**src/hdl/stm_pkg.sv**
```systemverilog
`default_nettype none

package stm_pkg;

  // ----------------------------------------------------------------
  // counter geometry
  // ----------------------------------------------------------------
  localparam int unsigned CNT_W = 10;
  localparam logic [10:0] PERIOD_FULL = 11'h400;
  localparam int unsigned PERIOD_STEP_LSB = 7;

  // ----------------------------------------------------------------
  // register byte addresses
  // ----------------------------------------------------------------
  localparam logic [31:0] ADDR_CTRL0 = 32'h0000_0000;
  localparam logic [31:0] ADDR_CTRL1 = 32'h0000_0004;
  localparam logic [31:0] ADDR_CNT_LO = 32'h0000_0008;
  localparam logic [31:0] ADDR_CNT_HI = 32'h0000_000C;
  localparam logic [31:0] ADDR_CMPA_LO = 32'h0000_0010;
  localparam logic [31:0] ADDR_CMPA_HI = 32'h0000_0014;
  localparam logic [31:0] ADDR_FLAGS = 32'h0000_0018;

  // ----------------------------------------------------------------
  // field positions
  // ----------------------------------------------------------------
  localparam int unsigned CTRL0_PAUSE_BIT = 7;
  localparam int unsigned CTRL0_ON_BIT = 3;
  localparam int unsigned CTRL0_PCODE_LSB = 0;
  localparam int unsigned FLAGS_A_BIT = 0;
  localparam int unsigned FLAGS_P_BIT = 1;

  // ----------------------------------------------------------------
  // reset values
  // ----------------------------------------------------------------
  localparam logic [7:0] CTRL0_RST = 8'h00;
  localparam logic [7:0] CTRL1_RST = 8'h00;
  localparam logic [9:0] CMPA_RST = 10'h000;
  localparam logic [9:0] CNT_RST = 10'h000;

  localparam logic [1:0] RESP_OKAY = 2'h0;
  localparam logic [1:0] RESP_SLVERR = 2'h2;

  typedef enum logic [1:0] {
    STM_MODE_CMP = 2'b00,
    STM_MODE_CAP = 2'b01,
    STM_MODE_PWM = 2'b10,
    STM_MODE_TMR = 2'b11
  } stm_mode_e;

  // compare mode meaning; in pwm mode: 00 inactive, 01 active,
  // 10 waveform, 11 single pulse
  typedef enum logic [1:0] {
    STM_PF_HOLD = 2'b00,
    STM_PF_LOW = 2'b01,
    STM_PF_HIGH = 2'b10,
    STM_PF_TOGGLE = 2'b11
  } stm_pinfn_e;

  // bit layout of timer_control_one, msb first
  typedef struct packed {
    stm_mode_e mode_select;
    stm_pinfn_e pin_function;
    logic output_init_level;
    logic output_invert;
    logic duty_period_swap;
    logic clear_select;
  } stm_ctrl1_s;

  typedef struct packed {
    logic awvalid;
    logic [31:0] awaddr;
    logic wvalid;
    logic [31:0] wdata;
    logic [3:0] wstrb;
    logic bready;
    logic arvalid;
    logic [31:0] araddr;
    logic rready;
  } stm_axi_req_s;

  typedef struct packed {
    logic awready;
    logic wready;
    logic bvalid;
    logic [1:0] bresp;
    logic arready;
    logic rvalid;
    logic [31:0] rdata;
    logic [1:0] rresp;
  } stm_axi_rsp_s;

endpackage

`default_nettype wire

```
**src/hdl/stm_sync.sv**
```systemverilog
`default_nettype none

module stm_sync #(
  parameter int unsigned WIDTH = 1
) (
  input wire logic core_clk,
  input wire logic srst,
  input wire logic [WIDTH-1:0] async_in,
  output logic [WIDTH-1:0] sync_out
);

  // first stage is read by the second stage only
  logic [WIDTH-1:0] meta_q;

  always_ff @(posedge core_clk) begin
    if (srst) begin
      meta_q <= '0;
      sync_out <= '0;
    end else begin
      meta_q <= async_in;
      sync_out <= meta_q;
    end
  end

endmodule

`default_nettype wire

```
**src/hdl/stm_timer.sv**
```systemverilog
`default_nettype none

module stm_timer
  import stm_pkg::*;
(
  input wire logic core_clk,
  input wire logic srst,
  input wire stm_axi_req_s axi_req,
  output stm_axi_rsp_s axi_rsp,
  input wire logic external_clock_pin,
  output logic timer_out_pin_a_o,
  output logic timer_out_pin_a_oe,
  output logic timer_out_pin_b_o,
  output logic timer_out_pin_b_oe
);

  // ----------------------------------------------------------------
  // register state
  // ----------------------------------------------------------------
  logic counter_pause_q;
  logic [2:0] period_code_q;
  logic timer_on_q;
  logic timer_on_prev_q;
  stm_ctrl1_s ctrl1_q;
  logic [9:0] compare_a_value_q;
  logic [9:0] counter_q;
  logic compare_a_flag_q;
  logic period_match_flag_q;
  logic cmp_level_q;
  logic ext_prev_q;
  logic ext_sync;

  // ----------------------------------------------------------------
  // bus slave state
  // ----------------------------------------------------------------
  logic aw_held_q;
  logic w_held_q;
  logic [31:0] waddr_q;
  logic [31:0] wdata_q;
  logic [3:0] wstrb_q;
  logic wr_fire;
  logic wr_lane0;
  logic wr_ctrl0;
  logic wr_ctrl1;
  logic wr_cmpa_lo;
  logic wr_cmpa_hi;
  logic wr_flags;
  logic wr_mapped;
  logic [31:0] rd_data;
  logic rd_mapped;

  // ----------------------------------------------------------------
  // decoded operation
  // ----------------------------------------------------------------
  logic on_rise;
  logic run;
  logic [10:0] count_next;
  logic [10:0] period_dur;
  logic amatch;
  logic pmatch;
  logic is_cmp_like;
  logic is_pwm;
  logic is_single;
  logic clear_cnt;
  logic set_aflag;
  logic set_pflag;
  logic trig_rise;
  logic [10:0] duty;
  logic wave;
  logic pin_level;

  stm_sync #(
    .WIDTH(1)
  ) u_ext_sync (
    .core_clk(core_clk),
    .srst(srst),
    .async_in(external_clock_pin),
    .sync_out(ext_sync)
  );

  // ----------------------------------------------------------------
  // axi4-lite write path
  // ----------------------------------------------------------------
  // address and data are taken in either order; the write lands once
  // both are held and no response is waiting
  assign wr_fire = aw_held_q & w_held_q & ~axi_rsp.bvalid;
  assign wr_lane0 = wr_fire & wstrb_q[0];

  always_comb begin
    wr_ctrl0 = 1'b0;
    wr_ctrl1 = 1'b0;
    wr_cmpa_lo = 1'b0;
    wr_cmpa_hi = 1'b0;
    wr_flags = 1'b0;
    wr_mapped = 1'b1;
    if (waddr_q == ADDR_CTRL0) begin
      wr_ctrl0 = wr_lane0;
    end else if (waddr_q == ADDR_CTRL1) begin
      wr_ctrl1 = wr_lane0;
    end else if (waddr_q == ADDR_CMPA_LO) begin
      wr_cmpa_lo = wr_lane0;
    end else if (waddr_q == ADDR_CMPA_HI) begin
      wr_cmpa_hi = wr_lane0;
    end else if (waddr_q == ADDR_FLAGS) begin
      wr_flags = wr_lane0;
    end else if (waddr_q == ADDR_CNT_LO || waddr_q == ADDR_CNT_HI) begin
      wr_mapped = 1'b1;
    end else begin
      wr_mapped = 1'b0;
    end
  end

  always_ff @(posedge core_clk) begin
    if (srst) begin
      aw_held_q <= 1'b0;
      waddr_q <= '0;
      axi_rsp.awready <= 1'b0;
    end else if (axi_req.awvalid && axi_rsp.awready) begin
      aw_held_q <= 1'b1;
      waddr_q <= axi_req.awaddr;
      axi_rsp.awready <= 1'b0;
    end else if (wr_fire) begin
      aw_held_q <= 1'b0;
      axi_rsp.awready <= 1'b1;
    end else begin
      axi_rsp.awready <= ~aw_held_q;
    end
  end

  always_ff @(posedge core_clk) begin
    if (srst) begin
      w_held_q <= 1'b0;
      wdata_q <= '0;
      wstrb_q <= '0;
      axi_rsp.wready <= 1'b0;
    end else if (axi_req.wvalid && axi_rsp.wready) begin
      w_held_q <= 1'b1;
      wdata_q <= axi_req.wdata;
      wstrb_q <= axi_req.wstrb;
      axi_rsp.wready <= 1'b0;
    end else if (wr_fire) begin
      w_held_q <= 1'b0;
      axi_rsp.wready <= 1'b1;
    end else begin
      axi_rsp.wready <= ~w_held_q;
    end
  end

  always_ff @(posedge core_clk) begin
    if (srst) begin
      axi_rsp.bvalid <= 1'b0;
      axi_rsp.bresp <= RESP_OKAY;
    end else if (wr_fire) begin
      axi_rsp.bvalid <= 1'b1;
      axi_rsp.bresp <= wr_mapped ? RESP_OKAY : RESP_SLVERR;
    end else if (axi_req.bready) begin
      axi_rsp.bvalid <= 1'b0;
    end
  end

  // ----------------------------------------------------------------
  // axi4-lite read path
  // ----------------------------------------------------------------
  always_comb begin
    rd_data = '0;
    rd_mapped = 1'b1;
    if (axi_req.araddr == ADDR_CTRL0) begin
      rd_data[CTRL0_PAUSE_BIT] = counter_pause_q;
      rd_data[CTRL0_ON_BIT] = timer_on_q;
      rd_data[CTRL0_PCODE_LSB +: 3] = period_code_q;
    end else if (axi_req.araddr == ADDR_CTRL1) begin
      rd_data[7:0] = ctrl1_q;
    end else if (axi_req.araddr == ADDR_CNT_LO) begin
      rd_data[7:0] = counter_q[7:0];
    end else if (axi_req.araddr == ADDR_CNT_HI) begin
      rd_data[1:0] = counter_q[9:8];
    end else if (axi_req.araddr == ADDR_CMPA_LO) begin
      rd_data[7:0] = compare_a_value_q[7:0];
    end else if (axi_req.araddr == ADDR_CMPA_HI) begin
      rd_data[1:0] = compare_a_value_q[9:8];
    end else if (axi_req.araddr == ADDR_FLAGS) begin
      rd_data[FLAGS_A_BIT] = compare_a_flag_q;
      rd_data[FLAGS_P_BIT] = period_match_flag_q;
    end else begin
      rd_mapped = 1'b0;
    end
  end

  always_ff @(posedge core_clk) begin
    if (srst) begin
      axi_rsp.arready <= 1'b0;
      axi_rsp.rvalid <= 1'b0;
      axi_rsp.rdata <= '0;
      axi_rsp.rresp <= RESP_OKAY;
    end else if (axi_req.arvalid && axi_rsp.arready) begin
      axi_rsp.arready <= 1'b0;
      axi_rsp.rvalid <= 1'b1;
      axi_rsp.rdata <= rd_data;
      axi_rsp.rresp <= rd_mapped ? RESP_OKAY : RESP_SLVERR;
    end else if (axi_rsp.rvalid && axi_req.rready) begin
      axi_rsp.rvalid <= 1'b0;
      axi_rsp.arready <= 1'b1;
    end else begin
      axi_rsp.arready <= ~axi_rsp.rvalid;
    end
  end

  // ----------------------------------------------------------------
  // control registers
  // ----------------------------------------------------------------
  // mode and pin function should only change while the timer is off
  always_ff @(posedge core_clk) begin
    if (srst) begin
      counter_pause_q <= CTRL0_RST[CTRL0_PAUSE_BIT];
      period_code_q <= CTRL0_RST[CTRL0_PCODE_LSB +: 3];
      ctrl1_q <= CTRL1_RST;
    end else begin
      if (wr_ctrl0) begin
        counter_pause_q <= wdata_q[CTRL0_PAUSE_BIT];
        period_code_q <= wdata_q[CTRL0_PCODE_LSB +: 3];
      end
      if (wr_ctrl1) begin
        ctrl1_q <= wdata_q[7:0];
      end
    end
  end

  // compare-A written one byte at a time
  always_ff @(posedge core_clk) begin
    if (srst) begin
      compare_a_value_q <= CMPA_RST;
    end else if (wr_cmpa_lo) begin
      compare_a_value_q[7:0] <= wdata_q[7:0];
    end else if (wr_cmpa_hi) begin
      compare_a_value_q[9:8] <= wdata_q[1:0];
    end
  end

  // ----------------------------------------------------------------
  // mode decode and comparators
  // ----------------------------------------------------------------
  // timer mode shares compare-mode counting and flags
  assign is_cmp_like = (ctrl1_q.mode_select == STM_MODE_CMP) ||
                       (ctrl1_q.mode_select == STM_MODE_TMR);
  // pwm also covers forced-level pin functions
  assign is_pwm = (ctrl1_q.mode_select == STM_MODE_PWM) &&
                  (ctrl1_q.pin_function != STM_PF_TOGGLE);
  // single pulse selected by pin function 11
  assign is_single = (ctrl1_q.mode_select == STM_MODE_PWM) &&
                     (ctrl1_q.pin_function == STM_PF_TOGGLE);

  assign on_rise = timer_on_q & ~timer_on_prev_q;
  assign run = timer_on_q & ~counter_pause_q & ~on_rise;
  assign count_next = {1'b0, counter_q} + 11'h001;

  // period code steps are 128 clocks, code zero is a full wrap
  assign period_dur = (period_code_q == 3'h0) ? PERIOD_FULL :
                      {1'b0, period_code_q, {PERIOD_STEP_LSB{1'b0}}};

  assign amatch = run && (count_next == {1'b0, compare_a_value_q});
  assign pmatch = run && (count_next == period_dur);

  // external edge only arms the single pulse while the timer is off
  assign trig_rise = is_single & ext_sync & ~ext_prev_q & ~timer_on_q;

  always_comb begin
    clear_cnt = 1'b0;
    set_aflag = 1'b0;
    set_pflag = 1'b0;
    if (is_cmp_like) begin
      if (ctrl1_q.clear_select) begin
        clear_cnt = amatch;
        set_aflag = amatch;
      end else begin
        // period match or overflow clears, both flags
        clear_cnt = pmatch;
        set_aflag = amatch;
        set_pflag = pmatch;
      end
    end else if (is_pwm) begin
      clear_cnt = ctrl1_q.duty_period_swap ? amatch : pmatch;
      set_aflag = amatch;
      set_pflag = pmatch;
    end else if (is_single) begin
      // compare-A match raises the interrupt flag
      set_aflag = amatch;
    end else begin
      clear_cnt = pmatch;
    end
  end

  // ----------------------------------------------------------------
  // on bit and counter
  // ----------------------------------------------------------------
  always_ff @(posedge core_clk) begin
    if (srst) begin
      timer_on_q <= CTRL0_RST[CTRL0_ON_BIT];
    // compare-A match ends the pulse by clearing the on bit
    end else if (is_single && amatch) begin
      timer_on_q <= 1'b0;
    // external edge sets the on bit
    end else if (trig_rise) begin
      timer_on_q <= 1'b1;
    end else if (wr_ctrl0) begin
      timer_on_q <= wdata_q[CTRL0_ON_BIT];
    end
  end

  always_ff @(posedge core_clk) begin
    if (srst) begin
      timer_on_prev_q <= 1'b0;
      ext_prev_q <= 1'b0;
    end else begin
      timer_on_prev_q <= timer_on_q;
      ext_prev_q <= ext_sync;
    end
  end

  // clear on rise, hold while off
  // single pulse never clears on a match
  always_ff @(posedge core_clk) begin
    if (srst) begin
      counter_q <= CNT_RST;
    end else if (on_rise) begin
      counter_q <= CNT_RST;
    end else if (clear_cnt) begin
      counter_q <= CNT_RST;
    end else if (run) begin
      counter_q <= count_next[9:0];
    end
  end

  // ----------------------------------------------------------------
  // interrupt request flags, write one to clear
  // ----------------------------------------------------------------
  // a match in the clearing cycle wins over the clear
  always_ff @(posedge core_clk) begin
    if (srst) begin
      compare_a_flag_q <= 1'b0;
      period_match_flag_q <= 1'b0;
    end else begin
      compare_a_flag_q <= set_aflag |
        (compare_a_flag_q & ~(wr_flags & wdata_q[FLAGS_A_BIT]));
      period_match_flag_q <= set_pflag |
        (period_match_flag_q & ~(wr_flags & wdata_q[FLAGS_P_BIT]));
    end
  end

  // ----------------------------------------------------------------
  // compare-mode pin level
  // ----------------------------------------------------------------
  always_ff @(posedge core_clk) begin
    if (srst) begin
      cmp_level_q <= 1'b0;
    // initial level loaded on rising on bit
    end else if (on_rise) begin
      cmp_level_q <= ctrl1_q.output_init_level;
    // only compare-A matches move the pin
    end else if (is_cmp_like && set_aflag) begin
      case (ctrl1_q.pin_function)
        STM_PF_HOLD: cmp_level_q <= cmp_level_q;
        STM_PF_LOW: cmp_level_q <= 1'b0;
        STM_PF_HIGH: cmp_level_q <= 1'b1;
        default: cmp_level_q <= ~cmp_level_q;
      endcase
    end
  end

  // ----------------------------------------------------------------
  // waveform and pin drive
  // ----------------------------------------------------------------
  // swap zero: duty is compare-A
  // swap one: duty is the period code span
  assign duty = ctrl1_q.duty_period_swap ? period_dur : {1'b0, compare_a_value_q};

  always_comb begin
    wave = 1'b0;
    if (is_pwm) begin
      // pin forcing does not touch the counter
      case (ctrl1_q.pin_function)
        STM_PF_HOLD: wave = 1'b0;
        STM_PF_LOW: wave = 1'b1;
        // counter never reaches a duty at or above period
        default: wave = timer_on_q && ({1'b0, counter_q} < duty);
      endcase
    end else if (is_single) begin
      // pulse active while the on bit is high
      wave = timer_on_q;
    end
  end

  // active level from init bit, then final inversion
  always_comb begin
    if (ctrl1_q.mode_select == STM_MODE_CMP) begin
      pin_level = cmp_level_q ^ ctrl1_q.output_invert;
    end else begin
      pin_level = (wave ? ctrl1_q.output_init_level : ~ctrl1_q.output_init_level) ^
                  ctrl1_q.output_invert;
    end
  end

  always_ff @(posedge core_clk) begin
    if (srst) begin
      timer_out_pin_a_o <= 1'b0;
      timer_out_pin_b_o <= 1'b0;
      timer_out_pin_a_oe <= 1'b0;
      timer_out_pin_b_oe <= 1'b0;
    end else begin
      timer_out_pin_a_o <= pin_level;
      timer_out_pin_b_o <= pin_level;
      // timer mode leaves the pin undriven
      timer_out_pin_a_oe <= (ctrl1_q.mode_select == STM_MODE_CMP) ||
                            (ctrl1_q.mode_select == STM_MODE_PWM);
      timer_out_pin_b_oe <= (ctrl1_q.mode_select == STM_MODE_CMP) ||
                            (ctrl1_q.mode_select == STM_MODE_PWM);
    end
  end

endmodule

`default_nettype wire
```
**config.mk**
```make
export PLATFORM = sky130hd
export DESIGN_NAME = stm_timer
export DESIGN_NICKNAME = d
export VERILOG_FILES = /design/src/hdl/stm_pkg.sv /design/src/hdl/stm_sync.sv /design/src/hdl/stm_timer.sv
export SDC_FILE = /design/constraint.sdc
export NUM_CORES = 1
export LEC_CHECK = 0
export BUFFER_PORTS_ARGS = -buffer_cell sky130_fd_sc_hd__clkbuf_2
export CORE_ASPECT_RATIO = 0.8
export CORE_MARGIN = 4
export CORE_UTILIZATION = 40
export DETAILED_ROUTE_END_ITERATION = 12
export GPL_TIMING_DRIVEN = 1
export PLACE_DENSITY = 0.74
export SLEW_MARGIN = 10
export SYNTH_ARGS = -nofsm -noshare
export SYNTH_HDL_FRONTEND = slang
export SYNTH_HIERARCHICAL = 1
export SYNTH_SLANG_ARGS = --single-unit
```
**constraint.sdc**
```tcl
create_clock -name core_clk -period 3.38 [get_ports core_clk]
set_input_delay 1.014 -clock core_clk [delete_from_list [all_inputs] [get_ports core_clk]]
set_output_delay 1.014 -clock core_clk [all_outputs]
set_load 0.01 [all_outputs]
```
Yosys cells after proc, flatten, opt, wreduce, memory -nomap -nowiden --
Cells that the tools add are included.
Cells by class: bitwise operators 31, reduce and logical (&&, ||, !) cells 32, add/sub/neg operators 1, eq/ne operators 21, order comparisons 1, mux-type cells 74
Operator list (count):
- == test 32 x 5 -> 1 bit, second input constant | 6
- == test 32 x 4 -> 1 bit, second input constant | 4
- == test 32 x 3 -> 1 bit, second input constant | 2
- logical NOT 32 bit | 2
- two-way mux 1 bit | 58
- two-way mux 11 bit | 2
- two-way mux 8 bit | 2
- inverter 1 bit | 14
- AND 1 bit | 13
- two-way mux 2 bit | 6
- two-way mux 6 bit | 2
- nonzero test 2 bit | 6
- adder 10 x 1 -> 11 bit, second input constant | 1
- == test 11 x 10 -> 1 bit | 1
- == test 11 bit | 1
- logical AND 1 bit | 11
- less-than comparator 10 x 11 -> 1 bit | 1
- == test 2 bit, second input constant | 4
- OR reduction 2 bit | 4
- logical NOT 2 bit | 2
- two-way mux 4 bit | 1
- != test 2 bit, second input constant | 2
- AND reduction 2 bit | 2
- logical NOT 3 bit | 1
- other kinds (8) | 12
Storage, ports and cells: output and inout port bits 45, register bits 102, bits of input ports 108

Longest topological paths before layout --
Gate-level depths: netlist (run 1).
word-level depth 12, mapped depth 10, depth with buffers taken out 9

By module --
The synthesis (run 1) kept the hierarchy.
Modules (own cells, without submodules):
- stm_timer | area each 5293.8 sq um, cells an instance 654, seq. area each 1961.9 sq um, times used 1
- stm_sync | area each 52.6 sq um, cells an instance 4, seq. area each 40.0 sq um, times used 1

Worst setup path after synthesis (run 1) --
OpenSTA, ideal clock, no wires.
path type input -> register, from input axi_req[25] (netlist bit), to register axi_rsp[8] (netlist bit), arrival time 2454 ps, cell stages on the path 5, data required time 3306 ps, slack 852 ps, cells stage by stage or4_1 nor4_1 nand4_1 or3_1 o21ai_0
On the way: word-level cells in the longest chain between the ends 6, elaborated cells between the ends (all ways) 10, those cells by class eq/ne (4); mux (5); reduce/logical (1)
RTL lines:
- start, declared | line stm_timer.sv:8 | input wire stm_axi_req_s axi_req,
- == test 32 x 5 -> 1 bit | line stm_timer.sv:177 | end else if (axi_req.araddr == ADDR_CMPA_LO) begin
- two-way mux 6 bit | line stm_timer.sv:177
- two-way mux 6 bit | line stm_timer.sv:175 | end else if (axi_req.araddr == ADDR_CNT_HI) begin
- two-way mux 8 bit | line stm_timer.sv:173 | end else if (axi_req.araddr == ADDR_CNT_LO) begin
- two-way mux 8 bit | line stm_timer.sv:171 | end else if (axi_req.araddr == ADDR_CTRL1) begin
- two-way mux 3 bit (*) | line stm_timer.sv:167 | if (axi_req.araddr == ADDR_CTRL0) begin
- end, declared | line stm_timer.sv:9 | output stm_axi_rsp_s axi_rsp,
Every way passes the cells marked *; elsewhere a longest branch is shown, timed or not. A chain may end at the register's enable or synchronous reset.

Worst setup path after layout (run 1) --
from register counter_q[0], to register counter_q[4]
On the way: word-level cells in the longest chain between the ends 7, elaborated cells between the ends (all ways) 11, those cells by class add/sub (1); eq/ne (2); mux (5); reduce/logical (3)
RTL lines:
- start, declared | line stm_timer.sv:26 | logic [9:0] counter_q;
- start signal, assigned | line stm_timer.sv:329 | counter_q <= count_next[9:0];
- adder 10 x 1 -> 11 bit (*) | line stm_timer.sv:254 | assign count_next = {1'b0, counter_q} + 11'h001;
- == test 11 bit / == test 11 x 10 -> 1 bit (equally long branches) | line stm_timer.sv:261, stm_timer.sv:260
- logical AND 1 bit (on tied branches) | line stm_timer.sv:261, stm_timer.sv:260
- two-way mux 1 bit (on tied branches) | line stm_timer.sv:284, stm_timer.sv:281
- two-way mux 1 bit | line stm_timer.sv:280 | end else if (is_pwm) begin
- two-way mux 1 bit | line stm_timer.sv:270 | if (is_cmp_like) begin
- OR reduction 3 bit (no source line)
Marked as above.

==> out/metrics.csv, run 1 <==
metric;value;unit
status;completed;
cts_tree;built;
nets;859;
min_path_type;reg2reg;
ys_warn_count;6;
post_cts_buffers;0;
via_count;4713;
cpPeakStageDelay;0.58;ns
clk_pin_slew_worst_paths;0.07;ns
crit_slowest_cell;dfxtp_1;
p_leak;2.48;nW
initial_utilization;41.2;%
dieArea;15300;um2
wire_per_inst;14.3;um
grt_max_degree;48;
clockRootBuffer;clkbuf_16;
clk_latency;0.35;ns
netlist_top_cells_count;nand2_1 (110), dfxtp_1 (100), nor2_1 (69), a21oi_1 (63);
yosysMostFrequentCell;nand2_1;
async_flop_share;0;%
cts_inserted_buffers;9;
path_cells;ha_1 > and4_4 > nand4_4 > o311a_1 > or4_4 > o21ai_4 > nor2_1;
finalHoldViolCount;0;
holdPathStages;1;
p_sw_share;25.1;%
timing.hold.ws;0.449;ns
post-dp-hpwl;10.0;mm
rows;37;
dieHeight;111;um
synthSimpleGateAreaFrac;25.6;%
dp_slack;0.510;ns
htreeDepth;3;
peakVddDrop;242;uV
synth_xor_area_share;5.17;%
yosysSeqAreaShare;37.4;%
overflow;0;
drt-vias-per-instance;5.15;
drt_iter0_drc;346;
max_freq;349;MHz
core;13000;um2
antenna_found_initial;0;
track_usage;17.5;%
final.fill_count;1295;
worst-path-max-fanout;10;
numClockSinks;100;
die-width;137;um
clockPowerShare;40.7;%
synth_compound_area_share;12.9;%
p_int;1.80;mW
io_buffers;99;
comb_power_share;8.0;%
grt_pass1_wl;21.7;mm
fin_skew;0.00941;ns
critPathCaptureType;flop;
ys.flop_type;dfxtp_1;
ys_top_cells_by_area;dfxtp_1 (37%), nand2_1 (7.7%), mux2i_1 (6.0%), a21oi_1 (5.9%), nor2_1 (4.8%);
yosysTopAreaCell;dfxtp_1;
synth_top_family_by_area;simple AND/OR/NAND/NOR gates;
drv_slew;0;
maxCapViolCount;0;
gp_congestion;0.964;
cp.arrival;3.10;ns
rsz0062_at_grt;no;
syn-cell-area;5350;um2
syn_to_final_growth;14.9;%
startpoint_type;flop;
max-slew-margin-rel;44.2;%
post_cts_resized;0;
cts_buffer_depth;2;
yosysTopAreaCellShare;37.4;%
postCtsHoldBufs;0;
final.min_clock_period;2.86;ns
syn-instance-count;658;
grt_pass1_vias;4397;
synthAdderAreaFrac;3.74;%
powerDensity;392;nW/um2
ant_nets;0;
ys_ff_latch;100;
p_seq_share;51.3;%
synth_edf_count;0;
fin_area;6140;um2
setup_viol;0;
reg2reg_depth;7;
place_area;5850;um2
diodes;0;
synth.distinct_cells;63;
setup-tns-final;0;ns
drc_errors;0;
setup_slack;0.516;ns
drive_above_1_share;18.1;%
post-route-period-util;84.7;%
routed_wl;13.1;mm
worst_pin_slew;0.830;ns
synth.avg_cell_area;8.13;um2
io_pins;153;
dr.pass1.iters;5;
synth.area.mux_share;7.04;%
crit_type;reg2reg;
p_switching;0.604;mW
cp.required;3.61;ns
power;2.41;mW
[layout make-up]
class,count,area (um2),area share (%)
Clock buffer,10,229,3.73
Clock inverter,6,60.1,0.978
Inverter,13,48.8,0.794
Multi-Input combinational cell,503,3010,49.0
Sequential cell,100,2000,32.6
Tap cell,175,219,3.56
Timing Repair Buffer,108,576,9.37
[stage by stage]
| step | instances | utilization (%) |
|---|---|---|
| 2_1_floorplan | 683 | - |
| 3_3_place_gp | 899 | 45.2 |
| 3_5_place_dp | 899 | 45.2 |
| 4_1_cts | 915 | 47.4 |
| 5_1_grt | 915 | 47.4 |
| 6_report | 915 | 47.4 |
[state kept, by name, indices dropped and copies added (netlist names), 3 cells and up]
signal / flops
waddr_q: 32
compare_a_value_q: 10
axi_rsp: 15
counter_q: 10
wdata_q: 8
period_code_q: 3
ctrl1_q: 8
[logic make-up (layout without fill, tap and decap cells)]
kind of cell,after synthesis,after routing
other cells,1,26
buf+inv,80,137
mux,35,35
compound gates,113,113
flops,100,100
fa+ha+maj,16,16
simple gates,283,283
xor+xnor,30,30
[cells in the final DEF (no fill, tap or decap), types with 15 or more instances in the layout]
master and n:
nand2_1 110, dfxtp_1 100, clkbuf_2 99, nor2_1 69
a21oi_1 63, mux2i_1 32, conb_1 26, xnor2_1 22
ha_1 16, nand2b_1 15
[worst max-delay path, delay by kind of cell (launching register included)]
kind	cells	cell delay (ns)
fa+ha+maj	1	0.37
simple gates	4	1.10
compound gates	2	0.70
flops	1	0.58
[power groups by stage]
stage	Sequential [mW]	Combinational, mW	Clock [mW]
6_report	1.23	0.193	0.980
5_1_grt	1.24	0.218	1.06
4_1_cts	1.23	0.194	1.01
3_5_place_dp	1.26	0.192	0
3_3_place_gp	1.26	0.191	0
2_1_floorplan	1.26	0.133	0
[worst paths after layout]
kind,from,to,slack (ns)
setup / recovery,counter_q[0],counter_q[4],0.52
hold reg to reg,u_ext_sync/meta_q,u_ext_sync/sync_out,0.45
hold / removal,u_ext_sync/meta_q,u_ext_sync/sync_out,0.45
setup reg to reg,counter_q[0],counter_q[4],0.52
[per-layer routing]
| layer | track usage, % | part of all wire [%] | vias to the layer above |
|---|---|---|---|
| met3 | 3.75 | 7.5 | 18 |
| met1 | 25.6 | 49 | 2191 |
| li1 | - | - | 2359 |
| met5 | 0 | 0 | - |
| met4 | 6.18 | 1.7 | 0 |
| met2 | 25.4 | 42 | 145 |
Note: power is estimated with default switching activity, not from simulation.
==> inputs of run 2 (changes only) <==
clock period = 3 ns   (was 3.38 ns; I/O delays follow)
==> out/metrics.csv, run 2 (same netlist as run 1, synthesis figures left out) <==
metric;value;unit;change
postCtsHoldBufs;0;;unchanged
gp_congestion;0.898;;was 0.964
ant_nets;0;;unchanged
drt_iter0_drc;447;;was 346
overflow;0;;unchanged
setup-tns-final;0;ns;unchanged
grt_max_degree;87;;was 48
nets;865;;was 859
final.min_clock_period;2.60;ns;was 2.86 ns
drt-vias-per-instance;5.10;;was 5.15
io_pins;153;;unchanged
timing.hold.ws;0.433;ns;was 0.449 ns
final_common_cell;nand2_1;;unchanged
cp.arrival;2.84;ns;was 3.10 ns
powerDensity;441;nW/um2;was 392 nW/um2
worst_pin_slew;0.656;ns;was 0.830 ns
worst-path-max-fanout;10;;unchanged
layout_common_cells;nand2_1 (110), dfxtp_1 (100), clkbuf_2 (99), nor2_1 (69), a21oi_1 (63);;unchanged
final_cell_count_no_fill;921;;was 915
rsz0062_at_grt;no;;unchanged
place_area;5900;um2;was 5850 um2
fin_area;6190;um2;was 6140 um2
dr.pass1.iters;5;;unchanged
p_leak;2.51;nW;was 2.48 nW
fin_skew;0.0123;ns;was 0.00941 ns
die-width;137;um;unchanged
maxCapViolCount;0;;unchanged
cts_inserted_buffers;9;;unchanged
clk_pin_slew_worst_paths;0.07;ns;about the same
status;completed;;unchanged
rows;37;;unchanged
cp.required;3.24;ns;was 3.61 ns
regMostFlops;waddr_q;;unchanged
crit_type;reg2reg;;unchanged
drive_above_1_share;18.9;%;was 18.1%
top_regs;waddr_q (32), axi_rsp (15);;unchanged
wire_per_inst;14.2;um;was 14.3 um
htreeDepth;3;;unchanged
final.fill_count;1282;;was 1295
cts_buffer_depth;2;;unchanged
max-slew-margin-rel;55.9;%;was 44.2%
grt_pass1_vias;4326;;was 4397
multi_input_area;3010;um2;unchanged
largest_reg_flops;32;;unchanged
track_usage;17.1;%;was 17.5%
post_cts_buffers;0;;unchanged
peakVddDrop;320;uV;was 242 uV
numClockSinks;100;;unchanged
core;13000;um2;unchanged
ff_latch_area;2000;um2;unchanged
grt_pass1_wl;21.2;mm;was 21.7 mm
clk_latency;0.35;ns;about the same
dieArea;15300;um2;unchanged
diodes;0;;unchanged
antenna_found_initial;0;;unchanged
dieHeight;111;um;unchanged
initial_utilization;41.2;%;unchanged
drv_slew;0;;unchanged
cts_tree;built;;unchanged
min_path_type;reg2reg;;unchanged
post_cts_resized;0;;unchanged
placed_cells;905;;was 899
syn_to_final_growth;15.9;%;was 14.9%
via_count;4695;;was 4713
reg2reg_depth;8;;was 7
finalHoldViolCount;0;;unchanged
holdPathStages;1;;unchanged
max_freq;384;MHz;was 349 MHz
post-dp-hpwl;9.95;mm;was 10.0 mm
startpoint_type;flop;;unchanged
io_buffers;99;;unchanged
drc_errors;0;;unchanged
critPathCaptureType;flop;;unchanged
routed_wl;13.0;mm;was 13.1 mm
setup_viol;0;;unchanged
post-route-period-util;86.8;%;was 84.7%
clockRootBuffer;clkbuf_16;;unchanged
[run 2: final timing paths]
check,from,endpoint,slack (ns)
worst max-delay path,counter_q[4],timer_out_pin_b_o,0.40
worst min-delay path,u_ext_sync/meta_q,u_ext_sync/sync_out,0.43
worst max register to register,counter_q[4],timer_out_pin_b_o,0.40
worst min register to register,u_ext_sync/meta_q,u_ext_sync/sync_out,0.43
[run 2: power breakdown]
part | switching [mW] | total [mW] | internal [mW]
clock network | 0.526 | 1.13 | 0.599
registers | 0.0267 | 1.39 | 1.36
logic | 0.130 | 0.218 | 0.0880
[run 2: critical path: stages, from the launching register on]
cell and delay (ns):
dfxtp_1 0.59, ha_1 0.33, a211oi_1 0.28, nor2_1 0.08, a2111oi_0 0.33, o31ai_1 0.17
xor2_1 0.17, mux2i_1 0.19, mux2_2 0.35
[run 2: metrics by stage]
step           power (mW)  utilization, %  setup WS [ns]
6_report             2.73            47.8          0.395
5_1_grt              2.84            47.8          0.210
4_1_cts              2.75            47.8          0.413
3_5_place_dp         1.64            45.5          0.426
3_3_place_gp         1.63            45.5          0.449
2_1_floorplan        1.57               -          0.570
[run 2: final cells by class]
| type | count | share of cell area [%] |
|---|---|---|
| Sequential cell | 100 | 32.3 |
| Tap cell | 175 | 3.53 |
| Timing Repair Buffer | 114 | 10.0 |
| Inverter | 13 | 0.788 |
| Clock inverter | 6 | 0.929 |
| Multi-Input combinational cell | 503 | 48.6 |
| Clock buffer | 10 | 3.86 |
[run 2: metal layers]
metal / wire length (um) / global-route usage (%) / up-vias
met4: 211 / 4.52 / 0
met2: 5450 / 24.7 / 188
met5: 0 / 0 / -
met1: 6300 / 25.0 / 2112
li1: - / - / 2375
met3: 1090 / 4.70 / 20
